**config.mk**
```make
export PLATFORM = sky130hd
export DESIGN_NAME = ast_transceiver
export DESIGN_NICKNAME = d
export VERILOG_FILES = /design/src/design/ast_pkg.sv /design/src/design/ast_transceiver.sv
export SDC_FILE = /design/constraint.sdc
export NUM_CORES = 1
export LEC_CHECK = 0
export BUFFER_PORTS_ARGS = -buffer_cell sky130_fd_sc_hd__buf_2
export CORE_MARGIN = 5
export CORE_UTILIZATION = 26
export CTS_BUF_LIST = sky130_fd_sc_hd__clkbuf_16
export DETAILED_ROUTE_END_ITERATION = 7
export PLACE_DENSITY = 0.38
export SKIP_LAST_GASP = 1
export SLEW_MARGIN = 20
export SYNTH_ARGS = -nofsm -noshare
export SYNTH_HDL_FRONTEND = slang
export SYNTH_SLANG_ARGS = --single-unit
export TNS_END_PERCENT = 1
```
**constraint.sdc**
```tcl
create_clock -name ref_clk -period 3.15 [get_ports ref_clk]
set_clock_uncertainty 0.2 [all_clocks]
set_input_delay 0.315 -clock ref_clk [delete_from_list [all_inputs] [get_ports ref_clk]]
set_output_delay 0.315 -clock ref_clk [all_outputs]
set_load 0.02 [all_outputs]
```
**src/design/ast_pkg.sv**
```systemverilog
package ast_pkg;

   // Register select codes on the two select inputs
   localparam logic [1:0] SEL_DATA   = 2'h0;
   localparam logic [1:0] SEL_STATUS = 2'h1;
   localparam logic [1:0] SEL_MODE   = 2'h2;
   localparam logic [1:0] SEL_CMD    = 2'h3;

   // Host-side port addresses of the mode and command registers
   localparam logic [7:0] MODE_IO_ADDR = 8'h42;
   localparam logic [7:0] CMD_IO_ADDR  = 8'h43;

   // First mode register fields
   localparam int M1_FACTOR_LSB = 0;
   localparam int M1_LEN_LSB    = 2;
   localparam int M1_PAR_EN     = 4;
   localparam int M1_PAR_EVEN   = 5;
   localparam int M1_STOP_LSB   = 6;

   // Command register fields
   localparam int CMD_TX_EN    = 0;
   localparam int CMD_DTR      = 1;
   localparam int CMD_RX_EN    = 2;
   localparam int CMD_BREAK    = 3;
   localparam int CMD_ERR_RST  = 4;
   localparam int CMD_RTS      = 5;
   localparam int CMD_LOOP_LSB = 6;

   // Status register fields
   localparam int ST_TX_FREE  = 0;
   localparam int ST_RX_WAIT  = 1;
   localparam int ST_TX_EMPTY = 2;
   localparam int ST_PARITY   = 3;
   localparam int ST_OVERRUN  = 4;
   localparam int ST_FRAMING  = 5;
   localparam int ST_CARRIER  = 6;
   localparam int ST_DSR      = 7;

   // Values after reset
   localparam logic [7:0] MODE_RST = 8'h00;
   localparam logic [7:0] CMD_RST  = 8'h00;
   localparam logic [7:0] SYN_RST  = 8'h00;

   // Operating loop_select encodings
   localparam logic [1:0] LOOP_NORMAL = 2'h0;
   localparam logic [1:0] LOOP_ECHO   = 2'h1;
   localparam logic [1:0] LOOP_LOCAL  = 2'h2;
   localparam logic [1:0] LOOP_REMOTE = 2'h3;

   // Clock factor, character length and stop bit encodings
   localparam logic [1:0] FACT_X16     = 2'h2;
   localparam logic [1:0] FACT_X64     = 2'h3;
   localparam logic [6:0] DIV_X1       = 7'h01;
   localparam logic [6:0] DIV_X16      = 7'h10;
   localparam logic [6:0] DIV_X64      = 7'h40;
   localparam logic [3:0] CHAR_BASE    = 4'h5;
   localparam logic [1:0] STOP_TWO_MIN = 2'h2;
   localparam int         SYN_COUNT    = 3;

   typedef enum logic [2:0] {T_IDLE, T_START, T_DATA, T_PAR, T_STOP} ast_tx_state_type;
   typedef enum logic [2:0] {R_IDLE, R_START, R_DATA, R_PAR, R_STOP} ast_rx_state_type;

endpackage : ast_pkg

```
**src/design/ast_transceiver.sv**
```systemverilog
`timescale 1ns/1ps
module ast_transceiver (
   input  wire logic       ref_clk,
   input  wire logic       sys_rst,
   input  wire logic       chip_enable,
   input  wire logic [1:0] register_select,
   input  wire logic       write_in,
   input  wire logic [7:0] parallel_bus_in,
   output logic      [7:0] parallel_bus_out,
   output logic            parallel_bus_oe,
   output logic            tx_holding_free,
   output logic            rx_char_waiting,
   output logic            serial_out,
   input  wire logic       serial_in,
   input  wire logic       tx_bit_clock,
   input  wire logic       rx_bit_clock,
   input  wire logic       carrier_detect_in,
   input  wire logic       clear_to_send_in,
   input  wire logic       data_set_ready_in,
   output logic            data_terminal_ready,
   output logic            request_to_send
);

   function automatic logic [6:0] bit_factor(input logic [1:0] code);
      case (code)
         ast_pkg::FACT_X16: bit_factor = ast_pkg::DIV_X16;
         ast_pkg::FACT_X64: bit_factor = ast_pkg::DIV_X64;
         default:           bit_factor = ast_pkg::DIV_X1;
      endcase
   endfunction : bit_factor

   function automatic logic [3:0] char_bits(input logic [1:0] code);
      char_bits = ast_pkg::CHAR_BASE + {2'h0, code};
   endfunction : char_bits

   ////////////////////////////////////////////////////////////////////////////////
   // Host access decode

   logic                        en_q;
   logic                        mode_ptr_q;
   logic [7:0]                  mode1_q;
   logic [7:0]                  mode2_q;
   logic [7:0]                  cmd_q;
   logic [7:0]                  syn_q [ast_pkg::SYN_COUNT];
   logic [1:0]                  syn_ptr_q;
   logic [7:0]                  rd_data_q;
   logic [7:0]                  rhr_q;
   logic [7:0]                  thr_q;
   logic                        thr_full_q;
   logic                        rx_wait_q;
   logic                        ovr_q;
   logic                        par_err_q;
   logic                        frame_q;
   logic                        access;
   logic                        wr_acc;
   logic                        rd_acc;
   logic                        err_clr;
   logic [7:0]                  status;
   logic [7:0]                  rd_mux;

   // One access per enable pulse; holding enable high does not repeat it
   assign access = chip_enable & ~en_q;
   assign wr_acc = access & write_in;
   assign rd_acc = access & ~write_in;

   always_ff @(posedge ref_clk) begin
      if (sys_rst) begin
         en_q <= 1'b0;
      end else begin
         en_q <= chip_enable;
      end
   end

   always_ff @(posedge ref_clk) begin
      if (sys_rst) begin
         mode_ptr_q <= 1'b0;
      end else if (rd_acc && register_select == ast_pkg::SEL_CMD) begin
         mode_ptr_q <= 1'b0;
      end else if (access && register_select == ast_pkg::SEL_MODE) begin
         mode_ptr_q <= ~mode_ptr_q;
      end
   end

   always_ff @(posedge ref_clk) begin
      if (sys_rst) begin
         mode1_q <= ast_pkg::MODE_RST;
         mode2_q <= ast_pkg::MODE_RST;
      end else if (wr_acc && register_select == ast_pkg::SEL_MODE) begin
         if (mode_ptr_q) begin
            mode2_q <= parallel_bus_in;
         end else begin
            mode1_q <= parallel_bus_in;
         end
      end
   end

   // Error reset is a strobe, never stored
   always_ff @(posedge ref_clk) begin
      if (sys_rst) begin
         cmd_q <= ast_pkg::CMD_RST;
      end else if (wr_acc && register_select == ast_pkg::SEL_CMD) begin
         cmd_q <= parallel_bus_in & ~(8'h01 << ast_pkg::CMD_ERR_RST);
      end
   end

   always_ff @(posedge ref_clk) begin
      if (sys_rst) begin
         syn_ptr_q <= 2'h0;
         for (int i = 0; i < ast_pkg::SYN_COUNT; i++) begin
            syn_q[i] <= ast_pkg::SYN_RST;
         end
      end else if (rd_acc && register_select == ast_pkg::SEL_CMD) begin
         syn_ptr_q <= 2'h0;
      end else if (wr_acc && register_select == ast_pkg::SEL_STATUS) begin
         syn_q[syn_ptr_q] <= parallel_bus_in;
         syn_ptr_q <= (syn_ptr_q == 2'(ast_pkg::SYN_COUNT - 1)) ? 2'h0 : syn_ptr_q + 2'h1;
      end
   end

   assign err_clr = (wr_acc && register_select == ast_pkg::SEL_CMD
                     && parallel_bus_in[ast_pkg::CMD_ERR_RST])
                    || !cmd_q[ast_pkg::CMD_RX_EN];

   ////////////////////////////////////////////////////////////////////////////////
   // Read path

   logic                        tx_idle;

   always_comb begin
      status                       = 8'h00;
      status[ast_pkg::ST_TX_FREE]  = ~thr_full_q;
      status[ast_pkg::ST_RX_WAIT]  = rx_wait_q;
      status[ast_pkg::ST_TX_EMPTY] = tx_idle & ~thr_full_q;
      status[ast_pkg::ST_PARITY]   = par_err_q;
      status[ast_pkg::ST_OVERRUN]  = ovr_q;
      status[ast_pkg::ST_FRAMING]  = frame_q;
      status[ast_pkg::ST_CARRIER]  = carrier_detect_in;
      status[ast_pkg::ST_DSR]      = data_set_ready_in;
   end

   always_comb begin
      case (register_select)
         ast_pkg::SEL_DATA:   rd_mux = rhr_q;
         ast_pkg::SEL_STATUS: rd_mux = status;
         ast_pkg::SEL_MODE:   rd_mux = mode_ptr_q ? mode2_q : mode1_q;
         default:             rd_mux = cmd_q;
      endcase
   end

   always_ff @(posedge ref_clk) begin
      if (sys_rst) begin
         rd_data_q <= 8'h00;
      end else if (rd_acc) begin
         rd_data_q <= rd_mux;
      end
   end

   assign parallel_bus_out = rd_data_q;
   assign parallel_bus_oe  = chip_enable & ~write_in;

   ////////////////////////////////////////////////////////////////////////////////
   // Character format

   logic [6:0]                  factor;
   logic [6:0]                  half;
   logic [3:0]                  nbits;
   logic                        par_en;
   logic                        par_even;
   logic                        two_stop;
   logic [1:0]                  loop_sel;

   assign factor   = bit_factor(mode1_q[ast_pkg::M1_FACTOR_LSB +: 2]);
   assign half     = {1'b0, factor[6:1]};
   assign nbits    = char_bits(mode1_q[ast_pkg::M1_LEN_LSB +: 2]);
   assign par_en   = mode1_q[ast_pkg::M1_PAR_EN];
   assign par_even = mode1_q[ast_pkg::M1_PAR_EVEN];
   assign two_stop = mode1_q[ast_pkg::M1_STOP_LSB +: 2] >= ast_pkg::STOP_TWO_MIN;
   assign loop_sel = cmd_q[ast_pkg::CMD_LOOP_LSB +: 2];

   ////////////////////////////////////////////////////////////////////////////////
   // Transmitter

   ast_pkg::ast_tx_state_type   tx_state_q;
   logic                        txc_q;
   logic [6:0]                  tx_cnt_q;
   logic [3:0]                  tx_idx_q;
   logic [7:0]                  tsr_q;
   logic                        tx_par_q;
   logic                        tx_line_q;
   logic                        tx_edge;
   logic                        tx_tick;
   logic                        tx_go;

   assign tx_idle = (tx_state_q == ast_pkg::T_IDLE);
   assign tx_edge = tx_bit_clock & ~txc_q;
   assign tx_tick = tx_edge && (tx_cnt_q == factor - 7'h01);
   // Start is gated, a character already on the line always completes
   assign tx_go   = tx_idle && thr_full_q && cmd_q[ast_pkg::CMD_TX_EN]
                    && clear_to_send_in && (loop_sel != ast_pkg::LOOP_REMOTE);

   always_ff @(posedge ref_clk) begin
      if (sys_rst) begin
         thr_q      <= 8'h00;
         thr_full_q <= 1'b0;
      end else begin
         if (wr_acc && register_select == ast_pkg::SEL_DATA) begin
            thr_q      <= parallel_bus_in;
            thr_full_q <= 1'b1;
         end else if (tx_go) begin
            thr_full_q <= 1'b0;
         end
      end
   end

   always_ff @(posedge ref_clk) begin
      if (sys_rst) begin
         txc_q    <= 1'b0;
         tx_cnt_q <= 7'h00;
      end else begin
         txc_q <= tx_bit_clock;
         if (tx_idle || tx_tick) begin
            tx_cnt_q <= 7'h00;
         end else if (tx_edge) begin
            tx_cnt_q <= tx_cnt_q + 7'h01;
         end
      end
   end

   always_ff @(posedge ref_clk) begin
      if (sys_rst) begin
         tx_state_q <= ast_pkg::T_IDLE;
         tx_idx_q   <= 4'h0;
         tsr_q      <= 8'h00;
         tx_par_q   <= 1'b0;
         tx_line_q  <= 1'b1;
      end else begin
         case (tx_state_q)
            ast_pkg::T_IDLE: begin
               tx_line_q <= 1'b1;
               if (tx_go) begin
                  tsr_q      <= thr_q;
                  tx_idx_q   <= 4'h0;
                  tx_par_q   <= ~par_even;
                  tx_line_q  <= 1'b0;
                  tx_state_q <= ast_pkg::T_START;
               end
            end
            ast_pkg::T_START: begin
               if (tx_tick) begin
                  tx_line_q  <= tsr_q[0];
                  tx_state_q <= ast_pkg::T_DATA;
               end
            end
            ast_pkg::T_DATA: begin
               if (tx_tick) begin
                  tx_par_q <= tx_par_q ^ tsr_q[0];
                  tsr_q    <= {1'b0, tsr_q[7:1]};
                  tx_idx_q <= tx_idx_q + 4'h1;
                  if (tx_idx_q == nbits - 4'h1) begin
                     tx_idx_q <= 4'h0;
                     if (par_en) begin
                        tx_line_q  <= tx_par_q ^ tsr_q[0];
                        tx_state_q <= ast_pkg::T_PAR;
                     end else begin
                        tx_line_q  <= 1'b1;
                        tx_state_q <= ast_pkg::T_STOP;
                     end
                  end else begin
                     tx_line_q <= tsr_q[1];
                  end
               end
            end
            ast_pkg::T_PAR: begin
               if (tx_tick) begin
                  tx_line_q  <= 1'b1;
                  tx_state_q <= ast_pkg::T_STOP;
               end
            end
            ast_pkg::T_STOP: begin
               if (tx_tick) begin
                  if (two_stop && tx_idx_q == 4'h0) begin
                     tx_idx_q <= 4'h1;
                  end else begin
                     tx_state_q <= ast_pkg::T_IDLE;
                  end
               end
            end
            default: tx_state_q <= ast_pkg::T_IDLE;
         endcase
      end
   end

   // Output registered so loop switching never glitches the line
   always_ff @(posedge ref_clk) begin
      if (sys_rst) begin
         serial_out <= 1'b1;
      end else if (cmd_q[ast_pkg::CMD_BREAK]) begin
         serial_out <= 1'b0;
      end else if (loop_sel == ast_pkg::LOOP_ECHO || loop_sel == ast_pkg::LOOP_REMOTE) begin
         serial_out <= serial_in;
      end else if (loop_sel == ast_pkg::LOOP_LOCAL) begin
         serial_out <= 1'b1;
      end else begin
         serial_out <= tx_line_q;
      end
   end

   assign tx_holding_free     = ~thr_full_q;
   assign data_terminal_ready = cmd_q[ast_pkg::CMD_DTR];
   assign request_to_send     = cmd_q[ast_pkg::CMD_RTS] | ~tx_idle;

   ////////////////////////////////////////////////////////////////////////////////
   // Receiver

   ast_pkg::ast_rx_state_type   rx_state_q;
   logic                        rxc_q;
   logic [6:0]                  rx_cnt_q;
   logic [3:0]                  rx_idx_q;
   logic [7:0]                  rsr_q;
   logic                        rx_acc_q;
   logic                        rx_line;
   logic                        rx_on;
   logic                        rx_edge;
   logic                        rx_sample;
   logic                        rx_load;
   logic                        rd_data;

   assign rx_line   = (loop_sel == ast_pkg::LOOP_LOCAL) ? tx_line_q : serial_in;
   assign rx_on     = carrier_detect_in && cmd_q[ast_pkg::CMD_RX_EN]
                      && (loop_sel != ast_pkg::LOOP_REMOTE);
   assign rx_edge   = rx_bit_clock & ~rxc_q;
   assign rx_sample = rx_edge && (rx_cnt_q == factor - 7'h01);
   assign rx_load   = rx_on && (rx_state_q == ast_pkg::R_STOP) && rx_sample;
   assign rd_data   = rd_acc && (register_select == ast_pkg::SEL_DATA);

   always_ff @(posedge ref_clk) begin
      if (sys_rst) begin
         rxc_q <= 1'b0;
      end else begin
         rxc_q <= rx_bit_clock;
      end
   end

   always_ff @(posedge ref_clk) begin
      if (sys_rst || !rx_on) begin
         rx_state_q <= ast_pkg::R_IDLE;
         rx_cnt_q   <= 7'h00;
         rx_idx_q   <= 4'h0;
         rsr_q      <= 8'h00;
         rx_acc_q   <= 1'b0;
      end else if (rx_edge) begin
         rx_cnt_q <= rx_cnt_q + 7'h01;
         case (rx_state_q)
            ast_pkg::R_IDLE: begin
               rx_cnt_q <= 7'h00;
               if (!rx_line) begin
                  rx_idx_q   <= 4'h0;
                  rsr_q      <= 8'h00;
                  rx_acc_q   <= ~par_even;
                  // At factor one the detecting edge is already mid-bit
                  rx_state_q <= (factor == ast_pkg::DIV_X1) ? ast_pkg::R_DATA
                                                             : ast_pkg::R_START;
               end
            end
            ast_pkg::R_START: begin
               if (rx_cnt_q == half - 7'h01) begin
                  rx_cnt_q   <= 7'h00;
                  rx_state_q <= rx_line ? ast_pkg::R_IDLE : ast_pkg::R_DATA;
               end
            end
            ast_pkg::R_DATA: begin
               if (rx_sample) begin
                  rx_cnt_q            <= 7'h00;
                  rsr_q[rx_idx_q[2:0]] <= rx_line;
                  rx_acc_q            <= rx_acc_q ^ rx_line;
                  rx_idx_q            <= rx_idx_q + 4'h1;
                  if (rx_idx_q == nbits - 4'h1) begin
                     rx_state_q <= par_en ? ast_pkg::R_PAR : ast_pkg::R_STOP;
                  end
               end
            end
            ast_pkg::R_PAR: begin
               if (rx_sample) begin
                  rx_cnt_q   <= 7'h00;
                  rx_acc_q   <= rx_acc_q ^ rx_line;
                  rx_state_q <= ast_pkg::R_STOP;
               end
            end
            ast_pkg::R_STOP: begin
               if (rx_sample) begin
                  rx_cnt_q   <= 7'h00;
                  rx_state_q <= ast_pkg::R_IDLE;
               end
            end
            default: rx_state_q <= ast_pkg::R_IDLE;
         endcase
      end
   end

   always_ff @(posedge ref_clk) begin
      if (sys_rst) begin
         rhr_q <= 8'h00;
      end else if (rx_load) begin
         rhr_q <= rsr_q;
      end
   end

   // New character wins over a read in the same cycle
   always_ff @(posedge ref_clk) begin
      if (sys_rst) begin
         rx_wait_q <= 1'b0;
      end else begin
         rx_wait_q <= rx_load | (rx_wait_q & ~rd_data);
      end
   end

   always_ff @(posedge ref_clk) begin
      if (sys_rst) begin
         ovr_q     <= 1'b0;
         par_err_q <= 1'b0;
         frame_q   <= 1'b0;
      end else begin
         ovr_q     <= (rx_load & rx_wait_q & ~rd_data) | (ovr_q & ~err_clr);
         par_err_q <= (rx_load & par_en & rx_acc_q) | (par_err_q & ~err_clr);
         frame_q   <= (rx_load & ~rx_line) | (frame_q & ~err_clr);
      end
   end

   assign rx_char_waiting = rx_wait_q;

endmodule : ast_transceiver

```
==> out/metrics.yaml <==
wl_per_cell_microns: 16.2
timing.final.crit_share_pct: 87.5
syn_avg_cell_area_sq_um: 8.73
clk_pin_slew_ns: 0.09
rsz0062_at_grt: "no"
pwr_density_cell_mw_per_mm2: 447
drtIter0Drc: 288
cellLeakagePower_nw: 2.20
timing.final.max_slew_violations: 0
whs_path_depth: 3
setup_tns_ns: 0
maxCapViolations: 0
yosysMostFrequentCell: "dfxtp_1"
drive_gt1_share_pct: 14.4
drt_first_pass_iters: 4
route.met3.wl_microns: 356
netlist_instances: 595
track_usage_pct: 13.1
critPathRequiredTime_ns: 3.24
worstSetupPathType: "register to register"
max_freq_mhz: 363
pre_cts_ws_ns: 0.435
wirelength_microns: 14400
path_delay_family: "simple AND/OR/NAND/NOR gates"
routabilityCongestion: 0.775
dp_hpwl_microns: 10400
die_x_microns: 151
start_util_pct: 26.5
wl_met1_microns: 7190
ant_nets: 0
tightest_slew_ns: 0.783
ys_ff_latch: 104
syn_to_final_growth_pct: 14.4
critPathMaxFanout: 9
slew_headroom_pct: 47.8
path_buf_inv: 0
nets: 645
diodes: 0
vias: 4338
die_h_microns: 151
final_cell_area_sq_mm: 0.00594
postCtsSetupRepairBufs: 0
place_area_sq_mm: 0.00560
reg2regPathDepth: 8
fillers: 2132
ys_top_cells_by_count: "dfxtp_1, nor2_1, nand2_1"
viasPerCell: 4.88
slowest_stage: "or4_1"
top_layer: "met4"
syn_nets: 621
synth_edf_count: 0
htreeDepth: 3
reg2reg_slack_ns: 0.39
row_count: 51
synth_area_leaders: "dfxtp_1, mux2i_1, nor2_1, nand2_1, a21oi_1"
synth_top_area_share_pct: 40.1
syn_area_sq_mm: 0.00519
synth_ff_type: "dfxtp_1"
dr_wl_met2_microns: 6660
min_to: "thr_q[6]"
grt_max_degree: 71
post-route-min-period_ns: 2.76
clock-root-buffer: "clkbuf_16"
clockBufferDepth: 2
cp-start-kind: "register"
cp-end-kind: "register"
grt_pass1_wl_microns: 23500
antenna_found_initial: 0
port_buffers: 33
setup_viol: 0
hp-start: "parallel_bus_in[6]"
numCtsBuffers: 9
yosysWarnings: 0
yosys.area.top_type: "dfxtp_1"
cts_tree: "done"
synthArstFlopShare_pct: 0
r2r_end: "rx_state_q[0]"
drc: 0
synth.yosys.seq_area_share_pct: 40.1
fin_ws_ns: 0.395
utilization_pct: 30.3
path_cells: "nand2b_1, ha_1, xor2_1, nand4_1, o211ai_1, o2111ai_1, or4_1, a21oi_1"
pin_count: 34
critPathArrivalTime_ns: 2.84
worstSkewPairLatency_ns: 0.36
critical_path_depth: 8
hold_viol: 0
r2r_start: "mode1_q[1]"
peakVddDrop_uv: 242
crit_path_max_incr_delay_ns: 0.53
grt_pass1_vias: 4172
hp-class: "primary input to register"
cts_num_sinks: 104
status: "finished, final reports clean"
gr-total-overflow: 0
die-area_sq_mm: 0.0229
core_sq_mm: 0.0196
synth_cell_types: 70
==> metrics by stage <==
step / std cells / total power [mW] / hold WS, ns
5_1_grt: 889 / 2.76 / 0.0564
2_1_floorplan: 595 / 1.47 / 0.229
4_1_cts: 889 / 2.70 / 0.0422
3_3_place_gp: 870 / 1.52 / 0.257
6_report: 889 / 2.66 / 0.0493
3_5_place_dp: 870 / 1.52 / 0.256
==> timing repair <==
item | CTS | global route
hold endpoints to repair | 3 | 0
hold buffers | 3 | 0
resized for setup | 0 | 0
endpoints found under the setup margin | 0 | 0
==> cell families (layout without fill, tap and decap cells) <==
logic type,count (synthesis),count (layout),synth area share [%]
buffers and inverters,49,78,4.50
and+or+nand+nor,244,244,22.3
DFF,104,104,40.1
adders and majority gates,6,6,1.45
xor gates and xnor gates,16,16,2.70
muxes,62,62,13.8
AOI/OAI and AO/OA,114,114,15.2
==> power breakdown <==
part           internal (mW)  switching [mW]
combinational         0.0595          0.0983
sequential              1.32          0.0121
clock                  0.569           0.593
total                   1.95           0.703
==> area by class of cell <==
cell class	instances	area [sq um]	share of cell area (%)
Inverter	13	48.8	0.821
Timing Repair Buffer	49	293	4.93
Clock buffer	9	225	3.79
Sequential cell	104	2080	35.0
Multi-Input combinational cell	442	2880	48.4
Clock inverter	7	85.1	1.43
Tap cell	265	332	5.58
==> worst max path at each step <==
stage               startpoint       endpoint  slack (ns)
floorplan           mode1_q[1]  rx_state_q[0]        0.53
global placement    mode1_q[0]       rsr_q[5]        0.57
detailed placement  mode1_q[1]  rx_state_q[0]        0.44
CTS                 mode1_q[1]  rx_state_q[0]        0.40
global route        mode1_q[1]  rx_state_q[0]        0.14
finish              mode1_q[1]  rx_state_q[0]        0.39
==> layout by cell type (no fill, tap or decap), types with 3 or more instances in the layout <==
cell type	count
dfxtp_1	104
nor2_1	98
nand2_1	65
mux2i_1	47
a21oi_1	38
buf_2	33
nand3_1	15
inv_1	13
o21ai_0	13
buf_4	13
xor2_1	11
nor2b_1	10
nand4_1	9
clkbuf_16	9
mux2_2	8
nand2b_1	7
o211ai_1	7
mux4_2	7
a211oi_1	7
a311oi_1	7
nor3_1	6
a31oi_1	6
ha_1	6
and2_1	5
xnor2_1	5
o31ai_1	4
a32o_1	4
or4_1	4
or2_1	3
and3_1	3
o21ai_1	3
o22ai_1	3
clkinv_8	3
dlygate4sd3_1	3
==> worst min-delay path, delay by kind of cell <==
kind	cells	cell delay [ns]
buffers and inverters	1	0.12
multiplexers	1	0.07
AND/OR/NAND/NOR	1	0.07
==> registers in the layout, indices dropped and copies added (netlist names), 3 cells and up <==
signal and cells:
mode1_q 8, tx_cnt_q 7, parallel_bus_out 8, rhr_q 8, tx_state_q 3, cmd_q 7
tsr_q 8, mode2_q 8, rsr_q 8, rx_cnt_q 7, tx_idx_q 4, thr_q 8
rx_state_q 3, rx_idx_q 4
==> routing by layer <==
metal	up-vias	track usage [%]
met5	-	0
met3	12	2.48
li1	2165	-
met1	2108	18.5
met4	0	3.26
met2	53	20.8
Power figures use the tool's default switching activity.
